[config.mk]
export PLATFORM = sky130hd
export DESIGN_NAME = pm_capability_regs
export DESIGN_NICKNAME = d
export VERILOG_FILES = /design/src/rtl/pm_cap_pkg.sv /design/src/rtl/pm_capability_regs.sv /design/src/rtl/apb_word_decode.sv /design/src/rtl/pm_state_holder.sv
export SDC_FILE = /design/constraint.sdc
export NUM_CORES = 1
export LEC_CHECK = 0
export BUFFER_PORTS_ARGS = -buffer_cell sky130_fd_sc_hd__buf_2
export CAP_MARGIN = 25
export CORE_ASPECT_RATIO = 1.25
export CORE_MARGIN = 10
export CORE_UTILIZATION = 32
export CTS_CLUSTER_DIAMETER = 30
export DETAILED_ROUTE_END_ITERATION = 16
export PLACE_DENSITY = 0.83
export SLEW_MARGIN = 20
export SYNTH_ARGS = -nofsm -noshare
export SYNTH_HDL_FRONTEND = slang
export SYNTH_SLANG_ARGS = --single-unit
[constraint.sdc]
create_clock -name CLK -period 1.4 [get_ports CLK]
set_input_delay 0.28 -clock CLK [delete_from_list [all_inputs] [get_ports CLK]]
set_output_delay 0.28 -clock CLK [all_outputs]
set_load 0.02 [all_outputs]
[src/rtl/pm_cap_pkg.sv]
// Purpose: constants, field layout and carrier types of the power management register pair
// Assumes: 32-bit APB data, byte addresses, one aligned word per register
// Notes: every field that is not power state or special init is fixed; all but capability id (1) and spec revision (2) are zero
package pm_cap_pkg;

  // register byte addresses
  localparam int ADDR_W = 12;
  localparam logic [11:0] CAP_WORD_OFFSET = 12'h0F0;
  localparam logic [11:0] CTL_WORD_OFFSET = 12'h0F4;

  // capability word layout and fixed values
  localparam int CAP_ID_LSB = 0;
  localparam int NEXT_PTR_LSB = 8;
  localparam int SPEC_REV_LSB = 16;
  localparam int LEGACY_CLK_BIT = 19;
  localparam int CAP_RSVD_BIT = 20;
  localparam int SPECIAL_INIT_BIT = 21;
  localparam int AUX_CUR_LSB = 22;
  localparam int D1_BIT = 25;
  localparam int D2_BIT = 26;
  localparam int WAKE_SUP_LSB = 27;
  localparam logic [7:0] CAP_ID_VALUE = 8'h01;
  localparam logic [7:0] NEXT_PTR_VALUE = 8'h00;
  localparam logic [2:0] SPEC_REV_VALUE = 3'h2;
  localparam logic [2:0] AUX_CUR_VALUE = 3'h0;
  localparam logic [4:0] WAKE_SUP_VALUE = 5'h00;
  localparam logic SPECIAL_INIT_RESET = 1'b0;

  // control/status word layout
  localparam int PS_FIELD_LSB = 0;
  localparam int PS_FIELD_W = 2;
  localparam int WAKE_EN_BIT = 8;
  localparam int PWR_DATA_SEL_LSB = 9;
  localparam int PWR_DATA_SCALE_LSB = 13;
  localparam int WAKE_ST_BIT = 15;
  localparam int BUS_LOW_PWR_BIT = 22;
  localparam int BPCC_BIT = 23;
  localparam int PDATA_LSB = 24;
  localparam logic [3:0] PWR_DATA_SEL_VALUE = 4'h0;
  localparam logic [1:0] PWR_DATA_SCALE_VALUE = 2'h0;
  localparam logic [7:0] PDATA_VALUE = 8'h00;

  // byte lanes that carry writable bits
  localparam int PS_FIELD_LANE = 0;
  localparam int SPECIAL_INIT_LANE = 2;

  typedef enum logic [1:0] {
    PS_D0 = 2'h0,
    PS_D1 = 2'h1,
    PS_D2 = 2'h2,
    PS_D3HOT = 2'h3
  } power_state_e;

  typedef struct packed {
    logic sel;
    logic enable;
    logic write;
    logic [ADDR_W-1:0] addr;
    logic [31:0] wdata;
    logic [3:0] strb;
  } apb_req_s;

  typedef struct packed {
    logic setup;
    logic access;
    logic write;
    logic hit_cap;
    logic hit_ctl;
    logic unmapped;
  } bus_strobe_s;

endpackage

[src/rtl/pm_capability_regs.sv]
// Purpose: power management capability word and control/status word on APB
// Assumes: APB master on CLK, zero wait states, lock input from core logic
// Notes: reads are sampled in the setup cycle, writes act at the access edge
//
// Our own choice: register access over APB.
`timescale 1ns/1ps
module pm_capability_regs
  import pm_cap_pkg::*;
(
  // clock and reset
  input wire logic CLK,
  input wire logic RST,
  // apb slave
  input wire logic PSEL,
  input wire logic PENABLE,
  input wire logic PWRITE,
  input wire logic [ADDR_W-1:0] PADDR,
  input wire logic [31:0] PWDATA,
  input wire logic [3:0] PSTRB,
  output logic [31:0] PRDATA,
  output logic PREADY,
  output logic PSLVERR,
  // core side
  input wire logic SPECIAL_INIT_LOCK,
  output logic [PS_FIELD_W-1:0] POWER_STATE,
  output logic SPECIAL_INIT
);

  apb_req_s req;
  bus_strobe_s strobe;
  power_state_e ps_reg;
  logic special_init_reg;
  logic [31:0] prdata_reg;
  logic [31:0] prdata_next;
  logic slverr_reg;
  logic slverr_next;

  // capability word, built from its fields
  function automatic logic [31:0] cap_word(input logic special_init);
    logic [31:0] w;
    w = '0;
    w[CAP_ID_LSB +: 8] = CAP_ID_VALUE;
    w[NEXT_PTR_LSB +: 8] = NEXT_PTR_VALUE;
    w[SPEC_REV_LSB +: 3] = SPEC_REV_VALUE;
    w[LEGACY_CLK_BIT] = 1'b0;
    w[CAP_RSVD_BIT] = 1'b0;
    w[SPECIAL_INIT_BIT] = special_init;
    w[AUX_CUR_LSB +: 3] = AUX_CUR_VALUE;
    w[D1_BIT] = 1'b0;
    w[D2_BIT] = 1'b0;
    w[WAKE_SUP_LSB +: 5] = WAKE_SUP_VALUE;
    return w;
  endfunction

  // control/status word, built from its fields
  function automatic logic [31:0] ctl_word(input power_state_e ps);
    logic [31:0] w;
    w = '0;
    w[PS_FIELD_LSB +: PS_FIELD_W] = ps;
    w[WAKE_EN_BIT] = 1'b0;
    w[PWR_DATA_SEL_LSB +: 4] = PWR_DATA_SEL_VALUE;
    w[PWR_DATA_SCALE_LSB +: 2] = PWR_DATA_SCALE_VALUE;
    w[WAKE_ST_BIT] = 1'b0;
    w[BUS_LOW_PWR_BIT] = 1'b0;
    w[BPCC_BIT] = 1'b0;
    w[PDATA_LSB +: 8] = PDATA_VALUE;
    return w;
  endfunction

  assign req.sel = PSEL;
  assign req.enable = PENABLE;
  assign req.write = PWRITE;
  assign req.addr = PADDR;
  assign req.wdata = PWDATA;
  assign req.strb = PSTRB;

  apb_word_decode u_decode (
    .req(req),
    .strobe(strobe)
  );

  // write strobes, taken at the access edge with the lane enabled
  wire wr_access = strobe.access & strobe.write;
  wire ps_we = wr_access & strobe.hit_ctl & req.strb[PS_FIELD_LANE];
  wire si_we = wr_access & strobe.hit_cap & req.strb[SPECIAL_INIT_LANE];
  wire [PS_FIELD_W-1:0] ps_wdata = req.wdata[PS_FIELD_LSB +: PS_FIELD_W];
  wire si_wdata = req.wdata[SPECIAL_INIT_BIT];

  pm_state_holder u_state (
    .clk(CLK),
    .rst(RST),
    .ps_we(ps_we),
    .ps_wdata(ps_wdata),
    .si_we(si_we),
    .si_wdata(si_wdata),
    .si_lock(SPECIAL_INIT_LOCK),
    .ps_reg(ps_reg),
    .special_init_reg(special_init_reg)
  );

  // read mux; unmapped reads give zero
  wire [31:0] cap_value = cap_word(special_init_reg);
  wire [31:0] ctl_value = ctl_word(ps_reg);
  wire [31:0] read_mux = strobe.hit_cap ? cap_value :
                         strobe.hit_ctl ? ctl_value : 32'h00000000;
  wire rd_setup = strobe.setup & ~strobe.write;

  assign prdata_next = rd_setup ? read_mux : prdata_reg;
  assign slverr_next = strobe.setup ? strobe.unmapped : slverr_reg;

  always_ff @(posedge CLK or posedge RST) begin
    if (RST) begin
      prdata_reg <= 32'h00000000;
      slverr_reg <= 1'b0;
    end else begin
      prdata_reg <= prdata_next;
      slverr_reg <= slverr_next;
    end
  end

  // zero wait states; error only in the access phase
  assign PREADY = strobe.access;
  assign PSLVERR = strobe.access & slverr_reg;
  assign PRDATA = prdata_reg;
  assign POWER_STATE = ps_reg;
  assign SPECIAL_INIT = special_init_reg;

  wire wr_ctl_edge = PSEL && PENABLE && PWRITE && PADDR == CTL_WORD_OFFSET && PSTRB[0];
  wire wr_cap_edge = PSEL && PENABLE && PWRITE && PADDR == CAP_WORD_OFFSET && PSTRB[2];
  wire ps_code_legal = PWDATA[1:0] == PS_D0 || PWDATA[1:0] == PS_D3HOT;
  wire unmapped_addr = PADDR != CAP_WORD_OFFSET && PADDR != CTL_WORD_OFFSET;
  wire rd_access = PSEL && PENABLE && !PWRITE;

  // shadow of the two writable bits, rebuilt from the bus pins and SPECIAL_INIT_LOCK
  logic [PS_FIELD_W-1:0] shadow_ps_reg;
  logic [PS_FIELD_W-1:0] shadow_ps_next;
  logic shadow_si_reg;
  logic shadow_si_next;

  assign shadow_ps_next = (wr_ctl_edge && ps_code_legal) ?
                          PWDATA[PS_FIELD_LSB +: PS_FIELD_W] : shadow_ps_reg;
  assign shadow_si_next = (wr_cap_edge && !SPECIAL_INIT_LOCK) ?
                          PWDATA[SPECIAL_INIT_BIT] : shadow_si_reg;

  always_ff @(posedge CLK or posedge RST) begin
    if (RST) begin
      shadow_ps_reg <= PS_D0;
      shadow_si_reg <= SPECIAL_INIT_RESET;
    end else begin
      shadow_ps_reg <= shadow_ps_next;
      shadow_si_reg <= shadow_si_next;
    end
  end
endmodule

[src/rtl/apb_word_decode.sv]
// Purpose: phase and address decode of an APB request
// Assumes: request comes from logic on the same clock
// Notes: purely combinational
`timescale 1ns/1ps
module apb_word_decode
  import pm_cap_pkg::*;
(
  // request
  input apb_req_s req,
  // decoded strobes
  output bus_strobe_s strobe
);

  wire hit_cap = (req.addr == CAP_WORD_OFFSET);
  wire hit_ctl = (req.addr == CTL_WORD_OFFSET);

  assign strobe.setup = req.sel & ~req.enable;
  assign strobe.access = req.sel & req.enable;
  assign strobe.write = req.write;
  assign strobe.hit_cap = hit_cap;
  assign strobe.hit_ctl = hit_ctl;
  assign strobe.unmapped = ~(hit_cap | hit_ctl);

endmodule

[src/rtl/pm_state_holder.sv]
// Purpose: the two writable bits of the register pair
// Assumes: write strobes are one-cycle APB access pulses
// Notes: reserved power-state codes are dropped, lock freezes special init
`timescale 1ns/1ps
module pm_state_holder
  import pm_cap_pkg::*;
(
  // clock and reset
  input wire logic clk,
  input wire logic rst,
  // power state write
  input wire logic ps_we,
  input wire logic [PS_FIELD_W-1:0] ps_wdata,
  // special init write
  input wire logic si_we,
  input wire logic si_wdata,
  input wire logic si_lock,
  // stored values
  output power_state_e ps_reg,
  output logic special_init_reg
);

  // only D0 and D3hot can be stored
  wire ps_code_ok = (ps_wdata == PS_D0) | (ps_wdata == PS_D3HOT);
  wire ps_take = ps_we & ps_code_ok;
  wire si_take = si_we & ~si_lock;
  power_state_e ps_next;
  logic special_init_next;

  assign ps_next = ps_take ? power_state_e'(ps_wdata) : ps_reg;
  assign special_init_next = si_take ? si_wdata : special_init_reg;

  always_ff @(posedge clk or posedge rst) begin
    if (rst) begin
      ps_reg <= PS_D0;
      special_init_reg <= SPECIAL_INIT_RESET;
    end else begin
      ps_reg <= ps_next;
      special_init_reg <= special_init_next;
    end
  end

endmodule

==> key figures <==
STA
  • Crit path time final: between 1000 and 1500 ps
  • Clock Skew: about 2.7 ps
  • Final setup fails: 0
  • RSZ-0062 raised after global routing: no
  • Setup ws final: about 170 ps
  • Highest clock rate: between 800 and 900 MHz
  • Period utilization: approximately 88%
  • Final hold violations: 0
  • Final Max Tran Viols: 0

Yosys
  • Post-synthesis average cell area: 8.93 um^2
  • Synth unique cells: 25
  • Top cells by area, synth: buf_4 (32%), dfrtp_1 (30%), nand2_1 (5.1%), o31ai_1 (3.4%), nor4_4 (3.2%)
  • Synth Register Bits: 8
  • Register area share after synthesis: between 30% and 40%
  • Post-synth top area share: a little under a third
  • Cell area after synthesis: roughly 660 um^2
  • Area leader, netlist: buf_4
  • Syn Inst Count: between 70 and 80
  • Yosys Warn Count: 0

CTS
  • CTS max path bufs: 2
  • H-Tree Depth: 1
  • Hold Buf Count CTS: 1
  • Clk_lat worst skew: about 250 ps
  • Register clock-pin slew on the reported worst setup and hold paths: about 50 ps
  • Root buffer cell: clkbuf_4
  • Postcts setup bufs: 0
  • CTS tree: built
  • PostCTS Resize Cnt: 0
  • Total CTS buffers: 3
  • Clock Sinks: 8

Final layout
  • Fill count: 213
  • FF+latch area: 200 um^2
  • Area growth syn-to-layout: 16.3%
  • Net count, final: roughly 160
  • Number of diodes: 0
  • Max reg flops: 4
  • Layout cell share with drive strength beyond 1: between 30% and 40%
  • Post-route design area: between 700 and 800 um^2
  • Commonest cells after routing, fill and taps aside: buf_2 (31), conb_1 (28), nand2_1 (9)
  • Commonest non-fill, non-tap cell in the layout: buf_2
  • Multi-input gate area: roughly 340 um^2

Floorplanning
  • Core Region: between 1500 and 2000 um^2
  • I/O pin total: 91
  • Die Y-Extent: a little over 70 um
  • Cell Rows: 18
  • Die area: between 4000 and 5000 um^2
  • Starting density of the core: around 33%
  • Die width: roughly 61 um

GRT
  • Grt ovf: 0
  • Largest net degree at the start of global routing: 9
  • Initial antenna violation count: 0
  • Vias in the first global route: slightly above 600
  • First-pass GRT wire length: 2600 um
  • GRT Util Overall: 7.64%

Placed design
  • IO Port Bufs: 31
  • Gpl congestion: between 0.6 and 0.7
  • Post-place setup slack: -9.60 ps
  • DP Wirelength: about 1500 um
  • Post-placement cell area: about 740 um^2

Route
  • Routed vias: ~550
  • WL final: about 1700 um
  • Drt pass-1 iters: 4
  • Vias per cell: approximately 4.3
  • Initial DRC Count: 4
  • Drt drc: 0
  • Post-route ant nets: 0
  • DR WL/cell: about 13 um

Power and ir drop
  • Switching fraction of total power: between 30% and 40%
  • Clock power share: roughly a third
  • Worst VDD drop: about 240 uV
  • Int Pwr: ~360 uW
  • Combinational share of power: roughly a quarter
  • Switching power total: 179 uW
  • Pleak: around 0.00042 uW
  • Cell Pwr Density: 708 nW/um^2
  • Share of power burned in registers: between 40 and 50%

Worst setup path
  • Critical Path Max Stage Delay: between 300 and 400 ps
  • Setup crit end kind: output port
  • CP Max Fanout: 2
  • Crit path max-delay cell type: dfrtp_1
  • Worst EP arrival: between 900 and 1000 ps
  • Worst-path cell chain: and3_1 > buf_2
  • Critical Path RT: roughly 1100 ps
  • CP Buf/Inv Count: 1
  • CP top delay family: flip-flops
  • CP startpoint kind: register
  • CP Class: reg -> out

Run
  • Max-Cap Viols: 0

Worst hold path
  • Worst hold path class: in -> reg

Outcome
  • Status: completed
==> power by group through the flow <==
stage	logic [uW]	registers (uW)	clock network, uW
after floorplan	150	236	0
after global placement	131	236	0
after detailed placement	133	236	0
after CTS	136	231	183
after global routing	152	231	191
final	139	232	173
==> cell families after synthesis <==
family                 Yosys count  synth area share (%)
AND/OR/NAND/NOR                 26                  24.8
buffers and inverters           31                  33.5
AO/OA/AOI/OAI                    6                  7.39
flip-flops                       8                  30.3
other                            1                 0.568
multiplexers                     2                  3.41
==> layout make-up <==
class | instances | area share (%)
sequential | 8 | 26.1
tap | 20 | 3.26
clock buffer | 3 | 2.93
multi-input combinational | 62 | 44.3
inverter | 2 | 0.977
timing repair buffer | 33 | 22.5
==> synth_stat cells <==
library cell  number
and2_1             1
and3_1             1
and4_1             2
buf_4             28
clkbuf_1           1
conb_1             1
dfrtp_1            8
inv_1              2
mux2_1             1
mux2_2             1
nand2_1            9
nand2b_1           1
nand3_1            2
nand3_2            1
nand4_1            1
nor2_1             1
nor2b_1            2
nor3_1             1
nor4_4             1
nor4b_1            1
nor4bb_1           1
o21ai_0            2
o31ai_1            3
o41ai_2            1
or2_1              1
==> per-stage QoR <==
step                instances  hold WS [ps]  setup TNS [ps]  utilization [%]  power [uW]
floorplan                 101          95.7               0                -         385
global placement          124           223               0             37.1         366
detailed placement        124           236           -9.60             37.1         369
CTS                       128           258               0             38.8         550
global route              128           272               0             38.8         575
finish                    128           265               0             38.8         544
==> per-layer routing <==
metal	GRT usage, %	part of all wire [%]	up-vias
met2	12.1	45	43
met5	0	0	-
met3	4.82	20	4
met4	4.65	1.1	0
li1	-	-	264
met1	7.05	33	242
==> worst paths after layout <==
| kind | startpoint | to | slack (ps) | depth (start not counted) |
|---|---|---|---|---|
| worst max-delay path | slverr_reg$_DFFE_PP0P_ | PSLVERR | 170 | 2 |
| worst min-delay path | PWDATA[21] | u_state.special_init_reg$_DFFE_PP0P_ | 260 | 2 |
| worst max register to register | u_state.special_init_reg$_DFFE_PP0P_ | PRDATA[21]$_DFFE_PP0P_ | 550 | 2 |
| worst min register to register | PRDATA[21]$_DFFE_PP0P_ | PRDATA[21]$_DFFE_PP0P_ | 480 | 2 |
| max in group asynchronous | RST | u_state.special_init_reg$_DFFE_PP0P_ | 640 | 3 |
| min in group asynchronous | RST | PRDATA[0]$_DFFE_PP0P_ | 530 | 3 |
No activity file was read; power rests on OpenSTA's default activity.
